--- src/tmcfg_defs.svh ---
/*
  offsets, field positions, reset values and timing counts of the timing master
  configuration register bank; assumes an 8-bit register port and a 25 MHz clock.
*/
// Operation
// - inputs 1-4, 5-10, 12-14 rate defaults fixed
// - input eleven default from role strap
// - valid-control bit clear forces input invalid
// - forcing invalid leaves validity status untouched
// - high register covers inputs 9-14, top zero
// - soft reset bit holds device, restores defaults
// - soft reset reuses latched straps, no resample
// - loop state force field decoded to states
// - nonzero state force holds loop state
// - reference force codes select input or automatic
// - forced input selected now if revertive, else once current input invalid
// - forced reference never switched on invalidity
// - external frame sync gated by enables, lock
// - phase alarms auto clear after 127 to 128 seconds
// - oscillator edge bit selects rising/falling edge
// - manual holdover selects programmed holdover value
// - rate family bit sets code 0001 rate
// - role bit read-only mirror; slave forces settings
// - revertive replaces selected by higher priority input
// - slave mode reads revertive bit as one
// - link bit locks secondary; feedback mode bit
`ifndef TMCFG_DEFS_SVH
`define TMCFG_DEFS_SVH

`define TMCFG_ICR_BASE        8'h20
`define TMCFG_ICR_LAST        8'h2D
`define TMCFG_VALID_LOW       8'h30
`define TMCFG_VALID_HIGH      8'h31
`define TMCFG_CFG_RESET_STATE 8'h32
`define TMCFG_CFG_FORCE_REF   8'h33
`define TMCFG_CFG_MODES       8'h34
`define TMCFG_CFG_SECONDARY   8'h35

`define TMCFG_BIT_SOFT_RST    7
`define TMCFG_BIT_AUTO_FS     7
`define TMCFG_BIT_ALARM_TO    6
`define TMCFG_BIT_OSC_EDGE    5
`define TMCFG_BIT_MAN_HO      4
`define TMCFG_BIT_EXT_FS      3
`define TMCFG_BIT_RATE_FAM    2
`define TMCFG_BIT_ROLE        1
`define TMCFG_BIT_REVERT      0
`define TMCFG_BIT_LINK        7
`define TMCFG_BIT_DIG_FB      6
`define TMCFG_BIT_OUT_SRC     4

`define TMCFG_RST_VALID_LOW   8'hFF
`define TMCFG_RST_VALID_HIGH  6'h3F
`define TMCFG_RST_FORCE_REF   4'hF
`define TMCFG_RST_AUTO_FS     1'b1
`define TMCFG_RST_ALARM_TO    1'b1
`define TMCFG_RST_DIG_FB      1'b1
`define TMCFG_NOMINAL_RATE_FIELD_GRP_A      4'h0
`define TMCFG_NOMINAL_RATE_FIELD_GRP_B      4'h3
`define TMCFG_NOMINAL_RATE_FIELD_GRP_C      4'h1
`define TMCFG_NOMINAL_RATE_FIELD_IN11_SLAVE 4'h2
`define TMCFG_NOMINAL_RATE_FIELD_IN11_MAST  4'h3
`define TMCFG_REF_AUTO_LO     4'h0
`define TMCFG_REF_AUTO_HI     4'hF

`define TMCFG_CLK_PERIOD_NS   40
`define TMCFG_NS_PER_S        1000000000
`define TMCFG_SEC_CYCLES      (`TMCFG_NS_PER_S / `TMCFG_CLK_PERIOD_NS)
`define TMCFG_ALARM_TIMEOUT_S 128

`endif

--- src/tmcfg_pkg.sv ---
/*
  types of the timing master configuration register bank; assumes tmcfg_defs.svh
  supplies the numeric constants.
*/
package tmcfg_pkg;

  typedef enum logic [2:0] {
    TMCFG_LS_AUTO     = 3'h0,
    TMCFG_LS_FREE_RUN = 3'h1,
    TMCFG_LS_HOLDOVER = 3'h2,
    TMCFG_LS_UNUSED   = 3'h3,
    TMCFG_LS_LOCKED   = 3'h4,
    TMCFG_LS_PRELOCK2 = 3'h5,
    TMCFG_LS_PRELOCK  = 3'h6,
    TMCFG_LS_LOSS     = 3'h7
  } tmcfg_loop_state_t;

  typedef struct packed {
    logic [7:0] addr;
    logic [7:0] wdata;
    logic       wr;
    logic       rd;
  } tmcfg_bus_req_t;

  typedef struct packed {
    logic              device_reset;
    tmcfg_loop_state_t loop_state;
    logic              loop_state_hold;
    logic              revertive;
    logic              slave_mode;
    logic              in11_top_priority;
    logic              acq_bandwidth;
    logic              build_out_off;
    logic              ext_fs_use;
    logic              alarm_autoclear;
    logic              osc_fall_edge;
    logic              manual_holdover;
    logic              rate_1544;
    logic              link_secondary;
    logic              secondary_digital_fb;
    logic              out89_from_primary;
    logic [3:0]        secondary_force;
  } tmcfg_cfg_t;

endpackage

--- src/tmcfg_alarm_timer.sv ---
/*
  per-input phase alarm flags with optional timed self clear; assumes set and clear
  are one-cycle pulses synchronous to clk.
*/
`timescale 1ns/1ns
`default_nettype none
`include "tmcfg_defs.svh"
module tmcfg_alarm_timer
  import tmcfg_pkg::*;
#(
  parameter int unsigned N           = 14,
  parameter int unsigned TICK_CYCLES = `TMCFG_SEC_CYCLES,
  parameter int unsigned TIMEOUT_S   = `TMCFG_ALARM_TIMEOUT_S
) (
  input  wire logic         clk,
  input  wire logic         rst_n,
  input  wire logic         hold,
  input  wire logic         autoclear,
  input  wire logic [N-1:0] set,
  input  wire logic [N-1:0] clear,
  output logic      [N-1:0] alarm_r
);

  initial begin
    if (TICK_CYCLES < 1 || TIMEOUT_S < 1 || TIMEOUT_S > 255)
      $error("tmcfg_alarm_timer: unsupported tick or timeout");
  end

  logic [31:0] tick_cnt_r;
  logic        tick;
  logic [7:0]  age_r [N];

  // one-second enable; a first partial second makes the timeout 127 to 128 s
  assign tick = (tick_cnt_r == 32'(TICK_CYCLES - 1));

  always_ff @(posedge clk or negedge rst_n) begin
    if (!rst_n) begin
      tick_cnt_r <= 32'h0;
    end else if (hold || tick) begin
      tick_cnt_r <= 32'h0;
    end else begin
      tick_cnt_r <= tick_cnt_r + 32'h1;
    end
  end

  for (genvar i = 0; i < N; i++) begin : g_alarm
    logic expire;
    assign expire = autoclear && tick && (age_r[i] == 8'(TIMEOUT_S - 1));
    always_ff @(posedge clk or negedge rst_n) begin
      if (!rst_n) begin
        alarm_r[i] <= 1'b0;
        age_r[i]   <= 8'h0;
      end else if (hold) begin
        alarm_r[i] <= 1'b0;
        age_r[i]   <= 8'h0;
      end else if (set[i]) begin
        // a new alarm beats a clear in the same cycle and restarts its age
        alarm_r[i] <= 1'b1;
        age_r[i]   <= 8'h0;
      end else if (clear[i] || expire) begin
        alarm_r[i] <= 1'b0;
        age_r[i]   <= 8'h0;
      end else if (alarm_r[i] && tick && autoclear) begin
        age_r[i]   <= age_r[i] + 8'h1;
      end
    end

  end
endmodule // tmcfg_alarm_timer
`default_nettype wire

--- src/tmcfg_regs.sv ---
/*
  timing master configuration register bank: input valid controls, soft reset,
  loop state and reference forcing, mode bits, secondary path link, plus the
  per-input nominal rate fields; assumes an 8-bit register port with read data
  one cycle after the read strobe and straps stable around reset release.
*/
`timescale 1ns/1ns
`default_nettype none
`include "tmcfg_defs.svh"
module tmcfg_regs
  import tmcfg_pkg::*;
#(
  parameter int unsigned TICK_CYCLES = `TMCFG_SEC_CYCLES,
  parameter int unsigned TIMEOUT_S   = `TMCFG_ALARM_TIMEOUT_S
) (
  input  wire logic           clk,
  input  wire logic           rst_n,
  input  wire tmcfg_bus_req_t bus,
  input  wire logic           role_pin,
  input  wire logic           rate_family_pin,
  input  wire logic [13:0]    mon_valid,
  input  wire logic [3:0]     auto_best_ref,
  input  wire logic           loop_locked,
  input  wire logic [3:0]     fs_source,
  input  wire logic [13:0]    phase_alarm_set,
  input  wire logic [13:0]    phase_alarm_clear,
  output logic      [7:0]     rd_data_r,
  output tmcfg_cfg_t          cfg_r,
  output logic      [3:0]     sel_ref_r,
  output logic      [3:0]     top_entry_r,
  output logic      [13:0]    valid_eff_r,
  output logic      [13:0]    valid_status_r,
  output logic      [13:0]    phase_alarm,
  output logic      [55:0]    nominal_rate_r
);

  localparam int unsigned NUM_IN = 14;

  initial begin
    if (TICK_CYCLES < 1 || TIMEOUT_S < 1)
      $error("tmcfg_regs: tick and timeout must be at least one");
  end

  // storage
  logic [13:0] valid_ctrl_r;
  logic        soft_rst_r;
  logic [2:0]  state_force_r;
  logic [3:0]  ref_force_r;
  logic        auto_fs_r;
  logic        alarm_to_r;
  logic        osc_edge_r;
  logic        man_ho_r;
  logic        ext_fs_r;
  logic        rate_fam_r;
  logic        revert_r;
  logic        link_r;
  logic        dig_fb_r;
  logic        out_src_r;
  logic [3:0]  sec_force_r;
  logic [3:0]  nominal_rate_field_r [NUM_IN];
  logic        role_strap_r;
  logic        rate_strap_r;
  logic [1:0]  init_r;

  logic        load_defs;
  logic        force_on;
  logic        revert_eff;
  logic        cur_ok;
  logic        wr_valid_lo;
  logic        wr_valid_hi;
  logic        wr_state;
  logic        wr_force;
  logic        wr_modes;
  logic        wr_second;

  // straps follow their pins while the reset pin is low; defaults load on the second edge after release
  always_ff @(posedge clk or negedge rst_n) begin
    if (!rst_n) begin
      init_r <= 2'h0;
    end else if (init_r != 2'h2) begin
      init_r <= init_r + 2'h1;
    end
  end

  always_ff @(posedge clk) begin
    if (!rst_n) begin
      role_strap_r <= role_pin;
      rate_strap_r <= rate_family_pin;
    end
  end

  // soft reset holds every field except its own bit at its default
  assign load_defs = soft_rst_r || (init_r == 2'h1);

  assign wr_valid_lo = bus.wr && (bus.addr == `TMCFG_VALID_LOW);
  assign wr_valid_hi = bus.wr && (bus.addr == `TMCFG_VALID_HIGH);
  assign wr_state    = bus.wr && (bus.addr == `TMCFG_CFG_RESET_STATE);
  assign wr_force    = bus.wr && (bus.addr == `TMCFG_CFG_FORCE_REF);
  assign wr_modes    = bus.wr && (bus.addr == `TMCFG_CFG_MODES);
  assign wr_second   = bus.wr && (bus.addr == `TMCFG_CFG_SECONDARY);

  always_ff @(posedge clk or negedge rst_n) begin
    if (!rst_n) begin
      soft_rst_r <= 1'b0;
    end else if (wr_state) begin
      soft_rst_r <= bus.wdata[`TMCFG_BIT_SOFT_RST];
    end
  end

  always_ff @(posedge clk or negedge rst_n) begin
    if (!rst_n) begin
      valid_ctrl_r <= {`TMCFG_RST_VALID_HIGH, `TMCFG_RST_VALID_LOW};
    end else if (load_defs) begin
      valid_ctrl_r <= {`TMCFG_RST_VALID_HIGH, `TMCFG_RST_VALID_LOW};
    end else begin
      if (wr_valid_lo) begin
        valid_ctrl_r[7:0] <= bus.wdata;
      end
      if (wr_valid_hi) begin
        valid_ctrl_r[13:8] <= bus.wdata[5:0];
      end
    end
  end

  always_ff @(posedge clk or negedge rst_n) begin
    if (!rst_n) begin
      state_force_r <= 3'h0;
      ref_force_r   <= `TMCFG_RST_FORCE_REF;
    end else if (load_defs) begin
      state_force_r <= 3'h0;
      ref_force_r   <= `TMCFG_RST_FORCE_REF;
    end else begin
      if (wr_state) begin
        state_force_r <= bus.wdata[2:0];
      end
      if (wr_force) begin
        ref_force_r <= bus.wdata[3:0];
      end
    end
  end

  always_ff @(posedge clk or negedge rst_n) begin
    if (!rst_n) begin
      auto_fs_r  <= `TMCFG_RST_AUTO_FS;
      alarm_to_r <= `TMCFG_RST_ALARM_TO;
      osc_edge_r <= 1'b0;
      man_ho_r   <= 1'b0;
      ext_fs_r   <= 1'b0;
      rate_fam_r <= 1'b0;
      revert_r   <= 1'b0;
    end else if (load_defs) begin
      auto_fs_r  <= `TMCFG_RST_AUTO_FS;
      alarm_to_r <= `TMCFG_RST_ALARM_TO;
      osc_edge_r <= 1'b0;
      man_ho_r   <= 1'b0;
      ext_fs_r   <= 1'b0;
      rate_fam_r <= rate_strap_r;
      revert_r   <= 1'b0;
    end else if (wr_modes) begin
      auto_fs_r  <= bus.wdata[`TMCFG_BIT_AUTO_FS];
      alarm_to_r <= bus.wdata[`TMCFG_BIT_ALARM_TO];
      osc_edge_r <= bus.wdata[`TMCFG_BIT_OSC_EDGE];
      man_ho_r   <= bus.wdata[`TMCFG_BIT_MAN_HO];
      ext_fs_r   <= bus.wdata[`TMCFG_BIT_EXT_FS];
      rate_fam_r <= bus.wdata[`TMCFG_BIT_RATE_FAM];
      // stored even in slave mode so it takes effect once the role changes
      revert_r   <= bus.wdata[`TMCFG_BIT_REVERT];
    end
  end

  always_ff @(posedge clk or negedge rst_n) begin
    if (!rst_n) begin
      link_r      <= 1'b0;
      dig_fb_r    <= `TMCFG_RST_DIG_FB;
      out_src_r   <= 1'b0;
      sec_force_r <= 4'h0;
    end else if (load_defs) begin
      link_r      <= 1'b0;
      dig_fb_r    <= `TMCFG_RST_DIG_FB;
      out_src_r   <= 1'b0;
      sec_force_r <= 4'h0;
    end else if (wr_second) begin
      link_r      <= bus.wdata[`TMCFG_BIT_LINK];
      dig_fb_r    <= bus.wdata[`TMCFG_BIT_DIG_FB];
      out_src_r   <= bus.wdata[`TMCFG_BIT_OUT_SRC];
      sec_force_r <= bus.wdata[3:0];
    end
  end

  // per-input nominal rate fields
  for (genvar i = 0; i < NUM_IN; i++) begin : g_nominal_rate_field
    logic [3:0] def;
    always_comb begin
      if (i < 4) begin
        def = `TMCFG_NOMINAL_RATE_FIELD_GRP_A;
      end else if (i < 10) begin
        def = `TMCFG_NOMINAL_RATE_FIELD_GRP_B;
      end else if (i == 10) begin
        def = role_strap_r ? `TMCFG_NOMINAL_RATE_FIELD_IN11_MAST : `TMCFG_NOMINAL_RATE_FIELD_IN11_SLAVE;
      end else begin
        def = `TMCFG_NOMINAL_RATE_FIELD_GRP_C;
      end
    end
    always_ff @(posedge clk or negedge rst_n) begin
      if (!rst_n) begin
        nominal_rate_field_r[i] <= 4'h0;
      end else if (load_defs) begin
        nominal_rate_field_r[i] <= def;
      end else if (bus.wr && bus.addr == (`TMCFG_ICR_BASE + 8'(i))) begin
        nominal_rate_field_r[i] <= bus.wdata[3:0];
      end
    end
    always_ff @(posedge clk or negedge rst_n) begin
      if (!rst_n) begin
        nominal_rate_r[4*i +: 4] <= 4'h0;
      end else begin
        nominal_rate_r[4*i +: 4] <= nominal_rate_field_r[i];
      end
    end
  end

  // validity: status passes the monitors through, the mask only feeds selection
  always_ff @(posedge clk or negedge rst_n) begin
    if (!rst_n) begin
      valid_status_r <= 14'h0;
      valid_eff_r    <= 14'h0;
    end else begin
      valid_status_r <= mon_valid;
      valid_eff_r    <= mon_valid & valid_ctrl_r;
    end
  end

  // reference selection
  assign force_on   = (ref_force_r != `TMCFG_REF_AUTO_LO) && (ref_force_r != `TMCFG_REF_AUTO_HI);
  assign revert_eff = revert_r || !role_pin;
  assign cur_ok     = (sel_ref_r != 4'h0) && valid_eff_r[sel_ref_r - 4'h1];

  always_ff @(posedge clk or negedge rst_n) begin
    if (!rst_n) begin
      sel_ref_r <= 4'h0;
    end else if (load_defs) begin
      sel_ref_r <= 4'h0;
    end else if (force_on) begin
      // once on the forced input it stays there even when declared invalid
      if (sel_ref_r != ref_force_r && (revert_eff || !cur_ok)) begin
        sel_ref_r <= ref_force_r;
      end
    end else if (sel_ref_r != auto_best_ref && (revert_eff || !cur_ok)) begin
      sel_ref_r <= auto_best_ref;
    end
  end

  always_ff @(posedge clk or negedge rst_n) begin
    if (!rst_n) begin
      top_entry_r <= 4'h0;
    end else begin
      top_entry_r <= force_on ? ref_force_r : auto_best_ref;
    end
  end

  // mode outputs to the loops
  always_ff @(posedge clk or negedge rst_n) begin
    if (!rst_n) begin
      cfg_r <= '0;
    end else begin
      cfg_r.device_reset         <= soft_rst_r;
      cfg_r.loop_state           <= tmcfg_loop_state_t'(state_force_r);
      cfg_r.loop_state_hold      <= (state_force_r != 3'h0);
      cfg_r.revertive            <= revert_eff;
      cfg_r.slave_mode           <= !role_pin;
      cfg_r.in11_top_priority    <= !role_pin;
      cfg_r.acq_bandwidth        <= !role_pin;
      cfg_r.build_out_off        <= !role_pin;
      cfg_r.ext_fs_use           <= ext_fs_r && (!auto_fs_r || (loop_locked && sel_ref_r == fs_source));
      cfg_r.alarm_autoclear      <= alarm_to_r;
      cfg_r.osc_fall_edge        <= osc_edge_r;
      cfg_r.manual_holdover      <= man_ho_r;
      cfg_r.rate_1544            <= rate_fam_r;
      cfg_r.link_secondary       <= link_r;
      cfg_r.secondary_digital_fb <= dig_fb_r;
      cfg_r.out89_from_primary   <= out_src_r;
      cfg_r.secondary_force      <= sec_force_r;
    end
  end

  tmcfg_alarm_timer #(
    .N           (NUM_IN),
    .TICK_CYCLES (TICK_CYCLES),
    .TIMEOUT_S   (TIMEOUT_S)
  ) u_alarm (
    .clk       (clk),
    .rst_n     (rst_n),
    .hold      (soft_rst_r),
    .autoclear (alarm_to_r),
    .set       (phase_alarm_set),
    .clear     (phase_alarm_clear),
    .alarm_r   (phase_alarm)
  );

  // read port; reserved bits read zero, unmapped addresses read zero
  always_ff @(posedge clk or negedge rst_n) begin
    if (!rst_n) begin
      rd_data_r <= 8'h00;
    end else if (bus.rd) begin
      if (bus.addr >= `TMCFG_ICR_BASE && bus.addr <= `TMCFG_ICR_LAST) begin
        rd_data_r <= {4'h0, nominal_rate_field_r[4'(bus.addr - `TMCFG_ICR_BASE)]};
      end else begin
        unique case (bus.addr)
          `TMCFG_VALID_LOW:       rd_data_r <= valid_ctrl_r[7:0];
          `TMCFG_VALID_HIGH:      rd_data_r <= {2'h0, valid_ctrl_r[13:8]};
          `TMCFG_CFG_RESET_STATE: rd_data_r <= {soft_rst_r, 4'h0, state_force_r};
          `TMCFG_CFG_FORCE_REF:   rd_data_r <= {4'h0, ref_force_r};
          `TMCFG_CFG_MODES:       rd_data_r <= {auto_fs_r, alarm_to_r, osc_edge_r, man_ho_r, ext_fs_r, rate_fam_r,
                                                role_pin, revert_r || !role_pin};
          `TMCFG_CFG_SECONDARY:   rd_data_r <= {link_r, dig_fb_r, 1'b0, out_src_r, sec_force_r};
          default:                rd_data_r <= 8'h00;
        endcase
      end
    end
  end
endmodule // tmcfg_regs
`default_nettype wire

--- config.mk ---
export PLATFORM = sky130hd
export DESIGN_NAME = tmcfg_regs
export DESIGN_NICKNAME = d
export VERILOG_FILES = /design/src/tmcfg_pkg.sv /design/src/tmcfg_alarm_timer.sv /design/src/tmcfg_regs.sv
export VERILOG_INCLUDE_DIRS = /design/src /design/src/src
export SDC_FILE = /design/constraint.sdc
export NUM_CORES = 1
export LEC_CHECK = 0
export ABC_AREA = 1
export BUFFER_PORTS_ARGS = -buffer_cell sky130_fd_sc_hd__buf_2
export CORE_AREA = 2 2 189 173
export DETAILED_ROUTE_END_ITERATION = 8
export DIE_AREA = 0 0 191 175
export PLACE_DENSITY = 0.75
export SYNTH_ARGS = -nofsm -noshare
export SYNTH_HDL_FRONTEND = slang
export SYNTH_HIERARCHICAL = 1
export SYNTH_SLANG_ARGS = --single-unit
--- constraint.sdc ---
create_clock -name clk -period 5.9 [get_ports clk]
set_clock_uncertainty 0.2 [all_clocks]
set_input_delay 0.59 -clock clk [delete_from_list [all_inputs] [get_ports clk]]
set_output_delay 0.59 -clock clk [all_outputs]
set_load 0.02 [all_outputs]
==> results of run 1 <==
==> worst paths after layout <==
check                                     endpoint  depth (start not counted)         start
min                              valid_status_r[5]                          1  mon_valid[5]
max                        nominal_rate_field_r[6]                          6     init_r[0]
min reg2reg                               cfg_r[4]                          0     out_src_r
max in group asynchronous        u_alarm/age_r[11]                          3         rst_n
min in group asynchronous        u_alarm/age_r[46]                          2         rst_n
max reg2reg                nominal_rate_field_r[6]                          6     init_r[0]
==> through the flow <==
stage               total power [uW]  setup WS, ns   util  area, um2  instances
global route                    7690          2.21  0.633      19900       2727
CTS                             7380          2.49  0.633      19900       2727
floorplan                       4350          3.73      -      17100       2044
detailed placement              5010          2.48  0.591      18600       2652
global placement                4970          2.61  0.591      18600       2652
finish                          7330          2.43  0.633      19900       2730
==> logic make-up (layout without fill, tap and decap cells) <==
family | count (synthesis) | in the layout | share of synthesized area
adder cells (fa/ha/maj) | 19 | 19 | 0.0139
other | 0 | 3 | 0
flip-flops | 373 | 373 | 0.549
XOR/XNOR | 60 | 60 | 0.0308
AO/OA/AOI/OAI | 248 | 248 | 0.0792
buffers and inverters | 274 | 541 | 0.0623
multiplexers | 6 | 6 | 0.00396
AND/OR/NAND/NOR | 1064 | 1064 | 0.261
==> sequential cells by signal (all words and copies together) (netlist names), 2 cells and up <==
signal / cells
sec_force_r: 4
nominal_rate_field_r: 56
ref_force_r: 4
u_alarm/age_r: 112
valid_status_r: 14
cfg_r: 19
sel_ref_r: 4
valid_ctrl_r: 14
u_alarm/alarm_r: 14
rd_data_r: 8
u_alarm/tick_cnt_r: 32
nominal_rate_r: 56
init_r: 2
state_force_r: 3
top_entry_r: 4
valid_eff_r: 14
==> power groups by stage <==
| stage | Clock [uW] | Combinational [uW] | Sequential, uW |
|---|---|---|---|
| floorplan | 0 | 666 | 3680 |
| global placement | 0 | 1430 | 3540 |
| detailed placement | 0 | 1470 | 3550 |
| CTS | 2380 | 1480 | 3520 |
| global route | 2480 | 1640 | 3570 |
| finish | 2330 | 1480 | 3520 |
==> area by class of cell <==
type | instances | area, um2
Fill cell | 2607 | 11500
Multi-Input combinational cell | 1397 | 6630
Timing Repair Buffer | 228 | 1230
Tap cell | 416 | 520
Clock inverter | 6 | 141
Antenna cell | 3 | 7.51
Clock buffer | 56 | 1040
Inverter | 251 | 942
Sequential cell | 373 | 9370
==> placed cells by master, fill, tap and decap left out, drive strengths merged <==
master	instances
nand2	548
dfrtp	350
nor2	305
inv	250
buf	215
o21ai	135
nand3	121
a21oi	77
nor3	62
clkbuf	56
xnor2	33
xor2	27
dfstp	21
nand4	20
ha	19
dlygate4sd3	13
a22oi	10
o22ai	9
a31oi	8
mux2	6
nor4	5
bufinv	4
diode	3
clkinv	3
or2	2
edfxtp	2
o31ai	2
o211ai	2
o21a	1
a211oi	1
a2111oi	1
nor3b	1
o21bai	1
a21o	1
==> metal layers <==
metal	vias to the layer above	wire length [um]	share of wire
li1	6992	-	-
met1	6893	18500	0.43
met2	578	20100	0.47
met3	90	3370	0.078
met4	0	1130	0.026
met5	-	0	0
==> worst max-delay path, cell delays in order (launching register included) <==
cell and delay (ns):
dfrtp_1 0.41, ha_1 0.24, nor2_4 0.58, clkinv_1 0.72, nor2_1 0.62, inv_1 0.38, o21ai_0 0.24
==> results.ini, run 1 <==
[outcome]
status=completed

[sta]
setup_violations=0
hold_viol=0
worst_pin_slew_ns=1.01
fmax_mhz=288
fin_tns_setup_ns=0
slew_headroom=0.328
rsz0062_at_grt=false
slew_violations=0
period_share=0.588
holdWs_ns=0.0206
post-route-min-period_ns=3.47

[cts]
post_cts_buffers=0
root_buffer=clkbuf_16
clock-sinks=373
htree_levels=2
ctsHoldBuffers=13
path_clk_slew_ns=0.06
cts_buffers=37
clk_path_buf_depth=3
clock_latency_ns=0.53
cts_tree=done
ctsResizeCount=0

[die]
fp.dieW_um=191
pin_count=209
die_area_um2=33400
fp.coreArea_um2=31400
row_count=62
initial_utilization=0.543
fp.dieH_um=175

[synth]
async_reset_ff_frac=0.995
yosysMostFrequentCell=nand2_1
synth_flop_cell=dfrtp_1
synth.distinct_cells=45
synth_nets=2136
syn-instance-count=2044
synth-edff-count=2
yosysSeqAreaShare=0.549
yosys.area.top_type=dfrtp_1
netlist_area_um2=17100
yosys_warnings=6
synth_area_per_cell_um2=8.35
synth-seq-cells=373
synth_top_area_frac=0.513
synth_common_cells=nand2_1, dfrtp_1, nor2_1
synth_area_leaders=dfrtp_1, nand2_1, nor2_1

[routing]
num_vias=14600
drt_pass1_iterations=5
routed_wl_um=43100
drc_errors=0
viasPerCell=5.33
wl_per_cell_um=15.8
drtAntennaViolNets=0
drt_iter0_markers=1050

[grt]
track_usage=0.260
grt_use_met1=0.353
grt_pass1_wl_um=69700
grt-ovfl-total=0
grt_pass1_vias=14000
grt-busiest-layer=met2
met3_usage=0.0536
grt_max_degree=111
met2_usage=0.422
antenna_found_initial=2

[power]
p_switching_uw=2350
clock_power_share=0.318
p_leak_uw=0.00966
switching_share=0.321
comb_power_share=0.202
internal_power_uw=4980
powerDensity_nw_per_um2=369
ir_worst_vdd_mv=0.282
p_seq_frac=0.480

[setup_path]
critical_path_arrival_ns=3.71
required_ns=6.14
critPathKind=reg2reg
critPathMaxFanout=25
rrSetupSlack_ns=2.43
start_kind=flip-flop
cp-end-kind=flip-flop

[place]
hpwl_um=30600
portBuffers=208
gp_congestion=0.960

[layout]
areaGrowthSynthToFinish_pct=16.5
drive_gt1_frac=0.146
num-nets-final=2380

[worst_hold_path]
hold_path_class=in2reg

[flow_run]
cap_violations=0

Power figures use the tool's default switching activity.
==> run 2, diff against run 1 <==
==> constraint.sdc (replaced) <==
create_clock -name clk -period 3.35 [get_ports clk]
set_clock_uncertainty 0.2 [all_clocks]
set_input_delay 0.335 -clock clk [delete_from_list [all_inputs] [get_ports clk]]
set_output_delay 0.335 -clock clk [all_outputs]
set_load 0.02 [all_outputs]
==> results.ini, run 2 (synthesis gave the netlist of run 1 again) <==
[outcome]
status=completed

[power]
p_seq_frac=0.472
p_leak_uw=0.00995
powerDensity_nw_per_um2=637
p_switching_uw=4290
switching_share=0.328
comb_power_share=0.203
internal_power_uw=8790
clock_power_share=0.325
ir_worst_vdd_mv=0.534

[setup_path]
critical_path_arrival_ns=3.29
critPathMaxFanout=10
critPathKind=reg2reg
required_ns=3.56
start_kind=flip-flop
cp-end-kind=flip-flop

[routing]
viasPerCell=5.29
drt_pass1_iterations=6
drc_errors=0
drtAntennaViolNets=0
num_vias=14800
routed_wl_um=44000
wl_per_cell_um=15.8
drt_iter0_markers=1032

[cts]
cts_buffers=39
post_cts_buffers=0
root_buffer=clkbuf_16
clock_latency_ns=0.56
path_clk_slew_ns=0.07
clk_path_buf_depth=3
htree_levels=2
cts_tree=done
clock-sinks=373

[layout]
regMostFlops=u_alarm/age_r
mostFrequentLayoutCell=nand2_1
final_cell_mix=nand2_1, dfrtp_1, nor2_1
stdcell_count=2790
areaGrowthSynthToFinish_pct=20.3
largest_reg_flops=112
num-nets-final=2434
top_regs=u_alarm/age_r x112, nominal_rate_field_r x56, nominal_rate_r x56
drive_gt1_frac=0.153
nFillCells=2598

[die]
fp.dieH_um=175
row_count=62
pin_count=209
initial_utilization=0.543
fp.dieW_um=191
die_area_um2=33400
fp.coreArea_um2=31400

[grt]
grt-ovfl-total=0
grt_pass1_vias=14600
grt_max_degree=107
track_usage=0.270
antenna_found_initial=2
grt_pass1_wl_um=72100

[place]
portBuffers=208
hpwl_um=30600
gp_congestion=0.935
dpl.cell_count=2658

[sta]
rsz0062_at_grt=false
fmax_mhz=325
fin_tns_setup_ns=0
period_share=0.918
setup_violations=0
post-route-min-period_ns=3.07
slew_headroom=0.491
hold_viol=0
worst_pin_slew_ns=0.759
slew_violations=0

[flow_run]
cap_violations=0

[worst_hold_path]
hold_path_class=in2reg

-- run 2: cell types whose count changed in the layout (fill, tap and decap cells not counted) --
cell           delta
clkbuf_8          +7
dlygate4sd3_1    +46
bufinv_16         -4
buf_12            +3
clkinv_2          +6
inv_6             +1
diode_2           -2
clkbuf_16         +2
clkinv_4          +1
clkbuf_1          -9
clkinv_16         +1
clkinvlp_4        +5
buf_4             +3
-- run 2: layout make-up --
type	instances	area, um2	share of cell area
Inverter	251	942	0.0459
Multi-Input combinational cell	1397	6630	0.323
Clock inverter	16	136	0.00664
Antenna cell	1	2.50	0.000122
Clock buffer	56	1150	0.0561
Tap cell	416	520	0.0254
Timing Repair Buffer	280	1780	0.0865
Sequential cell	373	9370	0.456
-- run 2: power groups by stage --
stage / registers, uW / clock network, uW / logic (uW)
floorplan: 6480 / 0 / 1170
global placement: 6210 / 0 / 2530
detailed placement: 6230 / 0 / 2580
CTS: 6170 / 4330 / 2660
global route: 6260 / 4540 / 2960
finish: 6170 / 4250 / 2660
-- run 2: per-layer routing --
layer | up-vias | part of all wire | global-route usage | wire [um]
li1 | 7097 | - | - | -
met1 | 7017 | 0.43 | 0.362 | 19000
met2 | 557 | 0.47 | 0.438 | 20500
met3 | 98 | 0.070 | 0.0520 | 3100
met4 | 0 | 0.032 | 0.0966 | 1430
met5 | - | 0 | 0 | 0
-- run 2: path summary, 6_finish.rpt --
path	startpoint	end	slack, ns	cells after the start
min in group asynchronous	rst_n	cfg_r[10]	0.15	2
min reg2reg	nominal_rate_field_r[25]	nominal_rate_r[29]	0.18	0
max in group asynchronous	rst_n	nominal_rate_field_r[46]	1.87	3
min	bus[12]	rd_data_r[2]	0.02	4
max reg2reg	u_alarm/tick_cnt_r[0]	u_alarm/alarm_r[8]	0.28	10
max	u_alarm/tick_cnt_r[0]	u_alarm/alarm_r[8]	0.28	10
-- run 2: metrics by stage --
step	total power, uW	util	worst slack (ns)	instance area (um2)	hold slack (ns)
after floorplan	7660	-	1.18	17100	-0.161
after global placement	8740	0.594	0.787	18700	0.134
after detailed placement	8810	0.594	0.732	18700	0.144
after CTS	13200	0.653	0.327	20500	0.00109
after global routing	13800	0.653	0.105	20500	0.0267
final	13100	0.654	0.275	20500	0.0178
-- run 2: timing repair --
action	4_1_cts	5_1_grt
hold buffers	59	0
hold endpoints to repair	183	0
gates resized for setup	0	0
-- run 2: critical path: stages (launching register included) --
cell	delay [ns]
dfrtp_1	0.39
ha_1	0.19
nand3_1	0.16
nor2_1	0.14
nand2_1	0.11
nor3_4	0.50
buf_4	0.29
a21oi_1	0.09
nand2_2	0.17
o21ai_0	0.12
dlygate4sd3_1	0.57
